`src/include/tap_ctrl_pkg.sv`:
```
package tap_ctrl_pkg;
    localparam int CLK_HZ = 50_000_000;
    localparam int POS_W = 5;
    localparam int TAPS = 32;
    localparam int DEBOUNCE_MS = 40;
    localparam int DEBOUNCE_CYC = CLK_HZ / 1000 * DEBOUNCE_MS;
    localparam int SLOW_PHASE_MS = 1000;
    localparam int SLOW_PHASE_CYC = CLK_HZ / 1000 * SLOW_PHASE_MS;
    localparam int SLOW_PERIOD_MS = 250;
    localparam int SLOW_PERIOD_CYC = CLK_HZ / 1000 * SLOW_PERIOD_MS;
    localparam int FAST_PERIOD_MS = 50;
    localparam int FAST_PERIOD_CYC = CLK_HZ / 1000 * FAST_PERIOD_MS;
    localparam int TIMER_W = 32;
    localparam logic [4:0] POS_TOP = 5'h1F;
    localparam logic [4:0] POS_BOTTOM = 5'h00;

    typedef enum logic [1:0] {
        ST_IDLE = 2'b00,
        ST_SLOW = 2'b01,
        ST_FAST = 2'b11
    } scan_state_t;
endpackage : tap_ctrl_pkg

```
`src/rtl/input_debounce.sv`:
```
module input_debounce #(
    parameter int COUNT = 2_000_000
) (
    // clock and reset
    input wire logic ref_clk,
    input wire logic reset_n,
    // raw and filtered level
    input wire logic raw_n,
    output logic clean_n
);
    import tap_ctrl_pkg::*;

    logic [TIMER_W-1:0] cnt_q, cnt_d;
    logic clean_q, clean_d;

    // a level must stay put for the full interval; any bounce restarts it
    always_comb begin
        cnt_d = '0;
        clean_d = clean_q;
        if (raw_n != clean_q) begin
            cnt_d = cnt_q + 32'h1;
            if (cnt_q >= TIMER_W'(COUNT - 1)) begin
                clean_d = raw_n;
                cnt_d = '0;
            end
        end
    end

    always_ff @(posedge ref_clk or negedge reset_n) begin
        if (!reset_n) begin
            cnt_q <= '0;
            clean_q <= 1'b1;
        end else begin
            cnt_q <= cnt_d;
            clean_q <= clean_d;
        end
    end

    assign clean_n = clean_q;
endmodule : input_debounce

```
`src/rtl/tap_control.sv`:
```
module tap_control
    import tap_ctrl_pkg::*;
#(
    parameter int DEBOUNCE = DEBOUNCE_CYC,
    parameter int SLOW_PHASE = SLOW_PHASE_CYC,
    parameter int SLOW_PERIOD = SLOW_PERIOD_CYC,
    parameter int FAST_PERIOD = FAST_PERIOD_CYC
) (
    // clock and reset
    input wire logic ref_clk,
    input wire logic reset_n,
    // push inputs
    input wire logic up_request_n,
    input wire logic down_request_n,
    input wire logic save_enable_n,
    // supply monitor
    input wire logic power_fail,
    // nonvolatile store port
    input wire logic [POS_W-1:0] nv_data,
    output logic nv_write,
    output logic [POS_W-1:0] nv_wdata,
    // wiper
    output logic [TAPS-1:0] tap_select,
    output logic [POS_W-1:0] position
);
    import tap_ctrl_pkg::*;

    logic up_n, down_n, save_n;

    // each push pin has its own filter: a level counts only after it has held
    // still for the whole interval, which also swallows contact bounce;
    // the cost is that every answer lags the pin by that interval
    input_debounce #(.COUNT(DEBOUNCE)) u_db_up (
        .ref_clk(ref_clk),
        .reset_n(reset_n),
        .raw_n(up_request_n),
        .clean_n(up_n)
    );
    input_debounce #(.COUNT(DEBOUNCE)) u_db_down (
        .ref_clk(ref_clk),
        .reset_n(reset_n),
        .raw_n(down_request_n),
        .clean_n(down_n)
    );
    input_debounce #(.COUNT(DEBOUNCE)) u_db_save (
        .ref_clk(ref_clk),
        .reset_n(reset_n),
        .raw_n(save_enable_n),
        .clean_n(save_n)
    );

    // power-up bookkeeping
    logic loaded_q, loaded_d;
    logic auto_q, auto_d;       // save-enable low when loaded: automatic_save
    logic lock_q, lock_d;
    logic save_prev_q, save_prev_d;
    logic fail_prev_q, fail_prev_d;

    // scan state
    // hold times the whole press for the switch to fast scan, rep the gap
    // since the last step; both are full width so long phases still fit
    scan_state_t state_q, state_d;
    logic [TIMER_W-1:0] hold_q, hold_d;
    logic [TIMER_W-1:0] rep_q, rep_d;
    logic [POS_W-1:0] pos_q, pos_d;
    logic wr_q, wr_d;
    logic [POS_W-1:0] wdata_q, wdata_d;
    logic [TAPS-1:0] sel_q, sel_d;

    logic up_req, down_req, any_req, step, store_req;
    logic fail_edge, release_edge;

    // power-up bookkeeping: the first edge after reset loads and picks mode
    always_comb begin
        loaded_d = 1'b1;
        // the mode is taken from the raw pin on the first edge after reset:
        // the filter still shows its idle high level there, so a pin tied
        // low for automatic saving would otherwise never be seen
        auto_d = loaded_q ? auto_q : !save_enable_n;
        save_prev_d = save_n;
        fail_prev_d = power_fail;
        lock_d = lock_q;
        if (loaded_q && !auto_q) begin
            // manual mode: low pulse on save-enable locks requests until high
            // so that a request passing its filter after the filtered save-enable falls never moves the wiper
            lock_d = !save_n;
        end
    end

    always_ff @(posedge ref_clk or negedge reset_n) begin
        if (!reset_n) begin
            loaded_q <= 1'b0;
            auto_q <= 1'b0;
            lock_q <= 1'b0;
            save_prev_q <= 1'b1;
            fail_prev_q <= 1'b0;
        end else begin
            loaded_q <= loaded_d;
            auto_q <= auto_d;
            lock_q <= lock_d;
            save_prev_q <= save_prev_d;
            fail_prev_q <= fail_prev_d;
        end
    end

    // scan control: the first step comes at once, repeats wait a period
    always_comb begin
        up_req = !up_n && down_n && !lock_q;
        down_req = !down_n && up_n && !lock_q;
        any_req = up_req || down_req;
        state_d = state_q;
        hold_d = hold_q;
        rep_d = rep_q;
        step = 1'b0;
        case (state_q)
            ST_IDLE: begin
                if (any_req) begin
                    step = 1'b1;
                    state_d = ST_SLOW;
                    hold_d = '0;
                    rep_d = '0;
                end
            end
            ST_SLOW, ST_FAST: begin
                if (!any_req) begin
                    state_d = ST_IDLE;
                end else begin
                    hold_d = hold_q + 32'h1;
                    rep_d = rep_q + 32'h1;
                    if (state_q == ST_SLOW &&
                        hold_q >= TIMER_W'(SLOW_PHASE - 1)) begin
                        state_d = ST_FAST;
                    end
                    if ((state_q == ST_SLOW &&
                         rep_q >= TIMER_W'(SLOW_PERIOD - 1)) ||
                        (state_q == ST_FAST &&
                         rep_q >= TIMER_W'(FAST_PERIOD - 1))) begin
                        step = 1'b1;
                        rep_d = '0;
                    end
                end
            end
            default: state_d = ST_IDLE;
        endcase
    end

    // timers only run during a press, so an idle device holds still
    always_ff @(posedge ref_clk or negedge reset_n) begin
        if (!reset_n) begin
            state_q <= ST_IDLE;
            hold_q <= '0;
            rep_q <= '0;
        end else begin
            state_q <= state_d;
            hold_q <= hold_d;
            rep_q <= rep_d;
        end
    end

    // wiper position and store strobe
    always_comb begin
        // the load happens only on the first edge, before any request can
        // have passed its filter
        pos_d = pos_q;
        if (!loaded_q) begin
            pos_d = nv_data;
        end else if (step && up_req && pos_q != POS_TOP) begin
            pos_d = pos_q + 5'h01;
        end else if (step && down_req && pos_q != POS_BOTTOM) begin
            pos_d = pos_q - 5'h01;
        end
        // automatic mode stores once on the rising edge of the fail flag while the filtered save-enable is low;
        // a flag that stays high does not wear the cell with repeats
        fail_edge = auto_q && !save_n && power_fail && !fail_prev_q;
        // manual mode stores on the filtered release of the store button,
        // so a bouncing contact cannot start more than one write
        release_edge = !auto_q && save_n && !save_prev_q;
        // the load edge never stores: loaded_q masks both sources
        store_req = loaded_q && (fail_edge || release_edge);
        wr_d = store_req;
        // take the value that the wiper shows while the strobe stands
        wdata_d = store_req ? pos_d : wdata_q;
        // tap_select follows pos_d so it moves on the same edge as position
        sel_d = '0;
        sel_d[pos_d] = 1'b1;
    end

    always_ff @(posedge ref_clk or negedge reset_n) begin
        if (!reset_n) begin
            pos_q <= POS_BOTTOM;
            wr_q <= 1'b0;
            wdata_q <= POS_BOTTOM;
            sel_q <= TAPS'(1);
        end else begin
            pos_q <= pos_d;
            wr_q <= wr_d;
            wdata_q <= wdata_d;
            sel_q <= sel_d;
        end
    end

    // every output comes straight from one of the registers above
    assign nv_write = wr_q;
    assign nv_wdata = wdata_q;
    assign tap_select = sel_q;
    assign position = pos_q;
endmodule : tap_control

```
`config.mk`:
```
export PLATFORM = sky130hd
export DESIGN_NAME = tap_control
export DESIGN_NICKNAME = d
export VERILOG_FILES = /design/src/include/tap_ctrl_pkg.sv /design/src/rtl/input_debounce.sv /design/src/rtl/tap_control.sv
export SDC_FILE = /design/constraint.sdc
export NUM_CORES = 1
export LEC_CHECK = 0
export BUFFER_PORTS_ARGS = -buffer_cell sky130_fd_sc_hd__buf_2
export CORE_UTILIZATION = 25
export CTS_CLUSTER_SIZE = 24
export DETAILED_ROUTE_END_ITERATION = 10
export GPL_ROUTABILITY_DRIVEN = 0
export GPL_TIMING_DRIVEN = 1
export SLEW_MARGIN = 20
export SYNTH_ARGS = -nofsm -noshare
export SYNTH_HDL_FRONTEND = slang
export SYNTH_SLANG_ARGS = --single-unit
```
`constraint.sdc`:
```
create_clock -name ref_clk -period 8.55 [get_ports ref_clk]
set_clock_uncertainty 0.2 [all_clocks]
set_input_delay 0.855 -clock ref_clk [delete_from_list [all_inputs] [get_ports ref_clk]]
set_output_delay 0.855 -clock ref_clk [all_outputs]
set_load 0.02 [all_outputs]
```
==> impl_results.html <==
<table>
<tr><th>Metric</th><th>Value</th></tr>
<tr><th colspan="2">Setup path</th></tr>
<tr><td>Crit-path slowest cell</td><td>or3_1</td></tr>
<tr><td>Launching instance or port of the critical path</td><td>u_db_up.clean_n</td></tr>
<tr><td>Beginning of the worst register-to-register path</td><td>u_db_up.clean_n</td></tr>
<tr><td>Data arrival time of the critical path</td><td>3730 ps</td></tr>
<tr><td>Startpoint Class</td><td>flop</td></tr>
<tr><td>Reg-to-reg endpoint</td><td>tap_select[26]</td></tr>
<tr><td>Critical Path End Type</td><td>flop</td></tr>
<tr><td>Depth of the worst register-to-register path</td><td>8</td></tr>
<tr><td>CP peak stage delay</td><td>630 ps</td></tr>
<tr><td>Critical-path maximum fanout</td><td>18</td></tr>
<tr><td>Register-to-Register Setup Slack</td><td>4990 ps</td></tr>
<tr><td>Endpoint required time on the critical path</td><td>8720 ps</td></tr>
<tr><td>Classification of the worst setup path</td><td>reg -&gt; reg</td></tr>
<tr><td>Capturing element of the worst setup path</td><td>tap_select[26]</td></tr>
<tr><td>Critical Path, Cell by Cell</td><td>xnor2_1, or3_1, inv_1, o21ai_0, or3_1, xnor2_1, o211ai_1, nor2_1</td></tr>
<tr><th colspan="2">CTS</th></tr>
<tr><td># Post-CTS Setup Buffers</td><td>0</td></tr>
<tr><td>H-tree levels</td><td>1</td></tr>
<tr><td>Number of buffers inserted during clock tree synthesis</td><td>23</td></tr>
<tr><td>Maximum buffer depth of the clock tree</td><td>3</td></tr>
<tr><td>Worst-path clk slew</td><td>60 ps</td></tr>
<tr><td>Quantity of hold-fixing buffers added after cts</td><td>0</td></tr>
<tr><td>Sink count of the clock tree</td><td>213</td></tr>
<tr><td>TritonCTS clock tree</td><td>yes</td></tr>
<tr><td>Number of resized instances in the post-cts repair step</td><td>0</td></tr>
<tr><td>Cell at the root of the clock tree</td><td>clkbuf_16</td></tr>
<tr><td>Skew-Pair Late Insertion Delay</td><td>520 ps</td></tr>
<tr><th colspan="2">Detailed routing</th></tr>
<tr><td>Starting DRT DRC Count</td><td>435</td></tr>
<tr><td>Post-route antenna net violation count</td><td>0</td></tr>
<tr><td>Total number of vias</td><td>6597</td></tr>
<tr><td>Via-to-Cell Ratio</td><td>4.515</td></tr>
<tr><td>Post-detailed-route DRC marker count</td><td>0</td></tr>
<tr><td>Average wire length per cell after detail routing</td><td>12.91 um</td></tr>
<tr><td>First-pass DRT Iterations</td><td>5</td></tr>
<tr><td>Routed WL</td><td>18860 um</td></tr>
<tr><th colspan="2">Synth</th></tr>
<tr><td>Area share of xor/xnor cells in the synthesized design</td><td>7.050%</td></tr>
<tr><td>Post-synthesis instance area</td><td>0.009193 mm^2</td></tr>
<tr><td>Largest family of logic cells by synthesized area</td><td>simple AND/OR/NAND/NOR gates</td></tr>
<tr><td>Area share of fa/ha/maj cells after synthesis</td><td>1.089%</td></tr>
<tr><td>Largest cells by area after synthesis</td><td>dfrtp_1 57%, nor2_1 6.6%, xor2_1 4.4%</td></tr>
<tr><td>Number of cells produced by synthesis</td><td>889</td></tr>
<tr><td>EDFF count, synth</td><td>0</td></tr>
<tr><td>Largest area contributor in the synthesized netlist</td><td>dfrtp_1</td></tr>
<tr><td>Post-synthesis share of cell area spent on and, or, nand and nor gates</td><td>22.04%</td></tr>
<tr><td>Area share of the largest cell type after synthesis</td><td>56.62%</td></tr>
<tr><td>Number of warning messages in the yosys log</td><td>0</td></tr>
<tr><td>Compound-gate portion of the synthesized area</td><td>9.065%</td></tr>
<tr><td>Average instance area after synthesis</td><td>10.34 um^2</td></tr>
<tr><td>Share of synthesized area spent on multiplexers</td><td>1.143%</td></tr>
<tr><td>Flip-flop and latch count after synthesis</td><td>213</td></tr>
<tr><td>Part of the Yosys area used for sequential elements</td><td>58.05%</td></tr>
<tr><td>Most used flip-flop cell after synthesis</td><td>dfrtp_1</td></tr>
<tr><td>Library cells used by synthesis</td><td>68</td></tr>
<tr><td>Proportion of synthesized flip-flops having asynchronous set or reset</td><td>100.0%</td></tr>
<tr><th colspan="2">Floorplan</th></tr>
<tr><td>Die ar.</td><td>0.03754 mm^2</td></tr>
<tr><td>I/O Pins</td><td>54</td></tr>
<tr><td>Die Y-Extent</td><td>193.8 um</td></tr>
<tr><td>Effective utilization at floorplan</td><td>25.60%</td></tr>
<tr><td>Core area</td><td>0.03591 mm^2</td></tr>
<tr><td>Horiz. Die Dim</td><td>193.8 um</td></tr>
<tr><td>Row count</td><td>69</td></tr>
<tr><th colspan="2">Layout</th></tr>
<tr><td>Antenna diodes</td><td>0</td></tr>
<tr><td>Final Non-Filler Cells</td><td>1461</td></tr>
<tr><td>Multi-input combinational cell area</td><td>0.003845 mm^2</td></tr>
<tr><td>Area growth syn-to-layout</td><td>18.01%</td></tr>
<tr><td>Number of nets in the layout</td><td>1004</td></tr>
<tr><td>Most frequent cells in the layout</td><td>208 x dfrtp_1, 161 x nor2_1, 74 x nand2_1, 59 x nand3_1, 52 x buf_2</td></tr>
<tr><td>Layout cells sized above 1</td><td>11.40%</td></tr>
<tr><td>Fillers</td><td>3709</td></tr>
<tr><td>Most common cell after layout, fill and taps aside</td><td>dfrtp_1</td></tr>
<tr><td>Register area</td><td>0.005336 mm^2</td></tr>
<tr><th colspan="2">Worst hold path</th></tr>
<tr><td>Hold crit path type</td><td>in -&gt; async</td></tr>
<tr><th colspan="2">STA</th></tr>
<tr><td>Max-slew violations</td><td>0</td></tr>
<tr><td>Total Negative Setup Slacks</td><td>0 ps</td></tr>
<tr><td>Period utilization</td><td>41.68%</td></tr>
<tr><td>Actual transition at the worst max-transition pin</td><td>1051 ps</td></tr>
<tr><td>Hold violation total from the final report</td><td>0</td></tr>
<tr><td>Setup repair after global routing missed its margin</td><td>false</td></tr>
<tr><td>Final critical path time including I/O delays and setup</td><td>3564 ps</td></tr>
<tr><td>Setup Viol. Count Final</td><td>0</td></tr>
<tr><td>Max transition margin</td><td>29.04%</td></tr>
<tr><td>Maximum achievable frequency</td><td>280.6 MHz</td></tr>
<tr><th colspan="2">Pwr</th></tr>
<tr><td>PwrDens</td><td>200.8 mW/mm^2</td></tr>
<tr><td>Maximum VDD drop</td><td>0.1299 mV</td></tr>
<tr><td>Leak pwr</td><td>4.747 nW</td></tr>
<tr><td>Total power</td><td>2.179 mW</td></tr>
<tr><th colspan="2">GRT</th></tr>
<tr><td>Tot GR Track Use</td><td>10.21%</td></tr>
<tr><td>First-pass GRT wire length</td><td>32310 um</td></tr>
<tr><td>Largest net degree at the start of global routing</td><td>76</td></tr>
<tr><td>Number of global-route vias before repair</td><td>6350</td></tr>
<tr><td>Overflow left after global routing</td><td>0</td></tr>
<tr><td>Number of antenna violations at the first check in global routing</td><td>2</td></tr>
<tr><th colspan="2">Job</th></tr>
<tr><td>Max_cap viols</td><td>0</td></tr>
<tr><th colspan="2">Place</th></tr>
<tr><td>Cell count after placement</td><td>1421</td></tr>
<tr><td>Port Buffers</td><td>53</td></tr>
<tr><td>Placed wire-length estimate after detailed placement</td><td>12800 um</td></tr>
<tr><th colspan="2">Status</th></tr>
<tr><td>Result of the run</td><td>completed</td></tr>
</table>
[cell families after synthesis]
kind of cell | after synthesis
other cells | 2
simple gates | 420
xor+xnor | 74
compound gates | 126
mux | 10
flops | 213
buf+inv | 36
fa+ha+maj | 8
[Yosys cell counts, types with 2 or more instances]
cell	n
dfrtp_1	208
nor2_1	161
nand2_1	74
nand3_1	59
o21ai_0	46
xor2_1	46
xnor2_1	28
and3_1	27
nand4_1	24
a21oi_1	20
inv_1	17
clkbuf_1	14
nor4_1	14
nor3_1	13
or3_1	9
a31oi_1	8
ha_1	8
o211ai_1	7
and4_1	6
mux2i_1	6
o31ai_1	6
dfstp_2	5
nand2b_1	5
nor3b_1	5
a21o_1	4
a41oi_1	4
mux2_2	4
nor2b_1	4
a211o_1	3
buf_1	3
o2111ai_1	3
or3_4	3
a21boi_0	2
a22o_1	2
a31o_2	2
and2_1	2
conb_1	2
nand3b_1	2
o41ai_1	2
or2_2	2
or4_1	2
[how the worst min path moves through the flow]
stage / from / end / slack [ps] / depth (start not counted)
CTS: reset_n / tap_select[2] / 170 / 1
finish: reset_n / rep_q[17] / 160 / 1
global route: reset_n / tap_select[22] / 190 / 1
global placement: u_db_save.clean_n / save_prev_q / 200 / 0
floorplan: u_db_save.clean_n / save_prev_q / 180 / 0
detailed placement: u_db_save.clean_n / save_prev_q / 200 / 0
[layer usage]
layer | part of all wire [%] | up-vias | global-route usage, %
li1 | - | 3269 | -
met1 | 48 | 3202 | 14.17
met2 | 45 | 85 | 16.00
met3 | 4.6 | 37 | 2.331
met4 | 2.1 | 4 | 2.578
met5 | 0.13 | - | 0
[stage by stage]
stage               worst slack [ps]  util [%]  area [um^2]  hold WS, ps
finish                          4986     30.20        10850        164.0
global route                    4646     30.20        10850        194.8
CTS                             5012     30.20        10850        169.1
detailed placement              5043     28.21        10130        200.9
global placement                5112     28.21        10130        198.6
floorplan                       5368         -         9313        180.4
[area by class of cell]
| cell class | instances | share of cell area (%) |
|---|---|---|
| clock inverters | 7 | 0.6920 |
| inverters | 18 | 0.6228 |
| well taps | 461 | 5.317 |
| flip-flops and latches | 213 | 49.19 |
| clock buffers | 33 | 5.928 |
| repair buffers | 57 | 2.803 |
| multi-input cells | 672 | 35.44 |
[registers in the layout, indices dropped and copies added, names as in the netlist]
| register | cells |
|---|---|
| loaded_q | 1 |
| position | 5 |
| u_db_down.cnt_q | 32 |
| u_db_save.cnt_q | 32 |
| tap_select | 32 |
| fail_prev_q | 1 |
| save_prev_q | 1 |
| u_db_save.clean_n | 1 |
| u_db_up.cnt_q | 32 |
| u_db_up.clean_n | 1 |
| lock_q | 1 |
| nv_wdata | 5 |
| nv_write | 1 |
| hold_q | 32 |
| u_db_down.clean_n | 1 |
| state_q | 2 |
| auto_q | 1 |
| rep_q | 32 |
[power breakdown]
part / switching, mW / internal [mW] / leakage [nW]
logic: 0.117 / 0.0483 / 1.55
clock network: 0.390 / 0.555 / 0.357
registers: 0.0260 / 1.04 / 2.84
total: 0.534 / 1.64 / 4.75
[worst max-delay path, delay by kind of cell, from the launching register on]
kind | cells | cell delay [ps]
AOI/OAI and AO/OA | 2 | 750
xor gates and xnor gates | 2 | 310
buffers and inverters | 1 | 430
DFF | 1 | 590
and+or+nand+nor | 3 | 1130
Power figures use the tool's default switching activity.
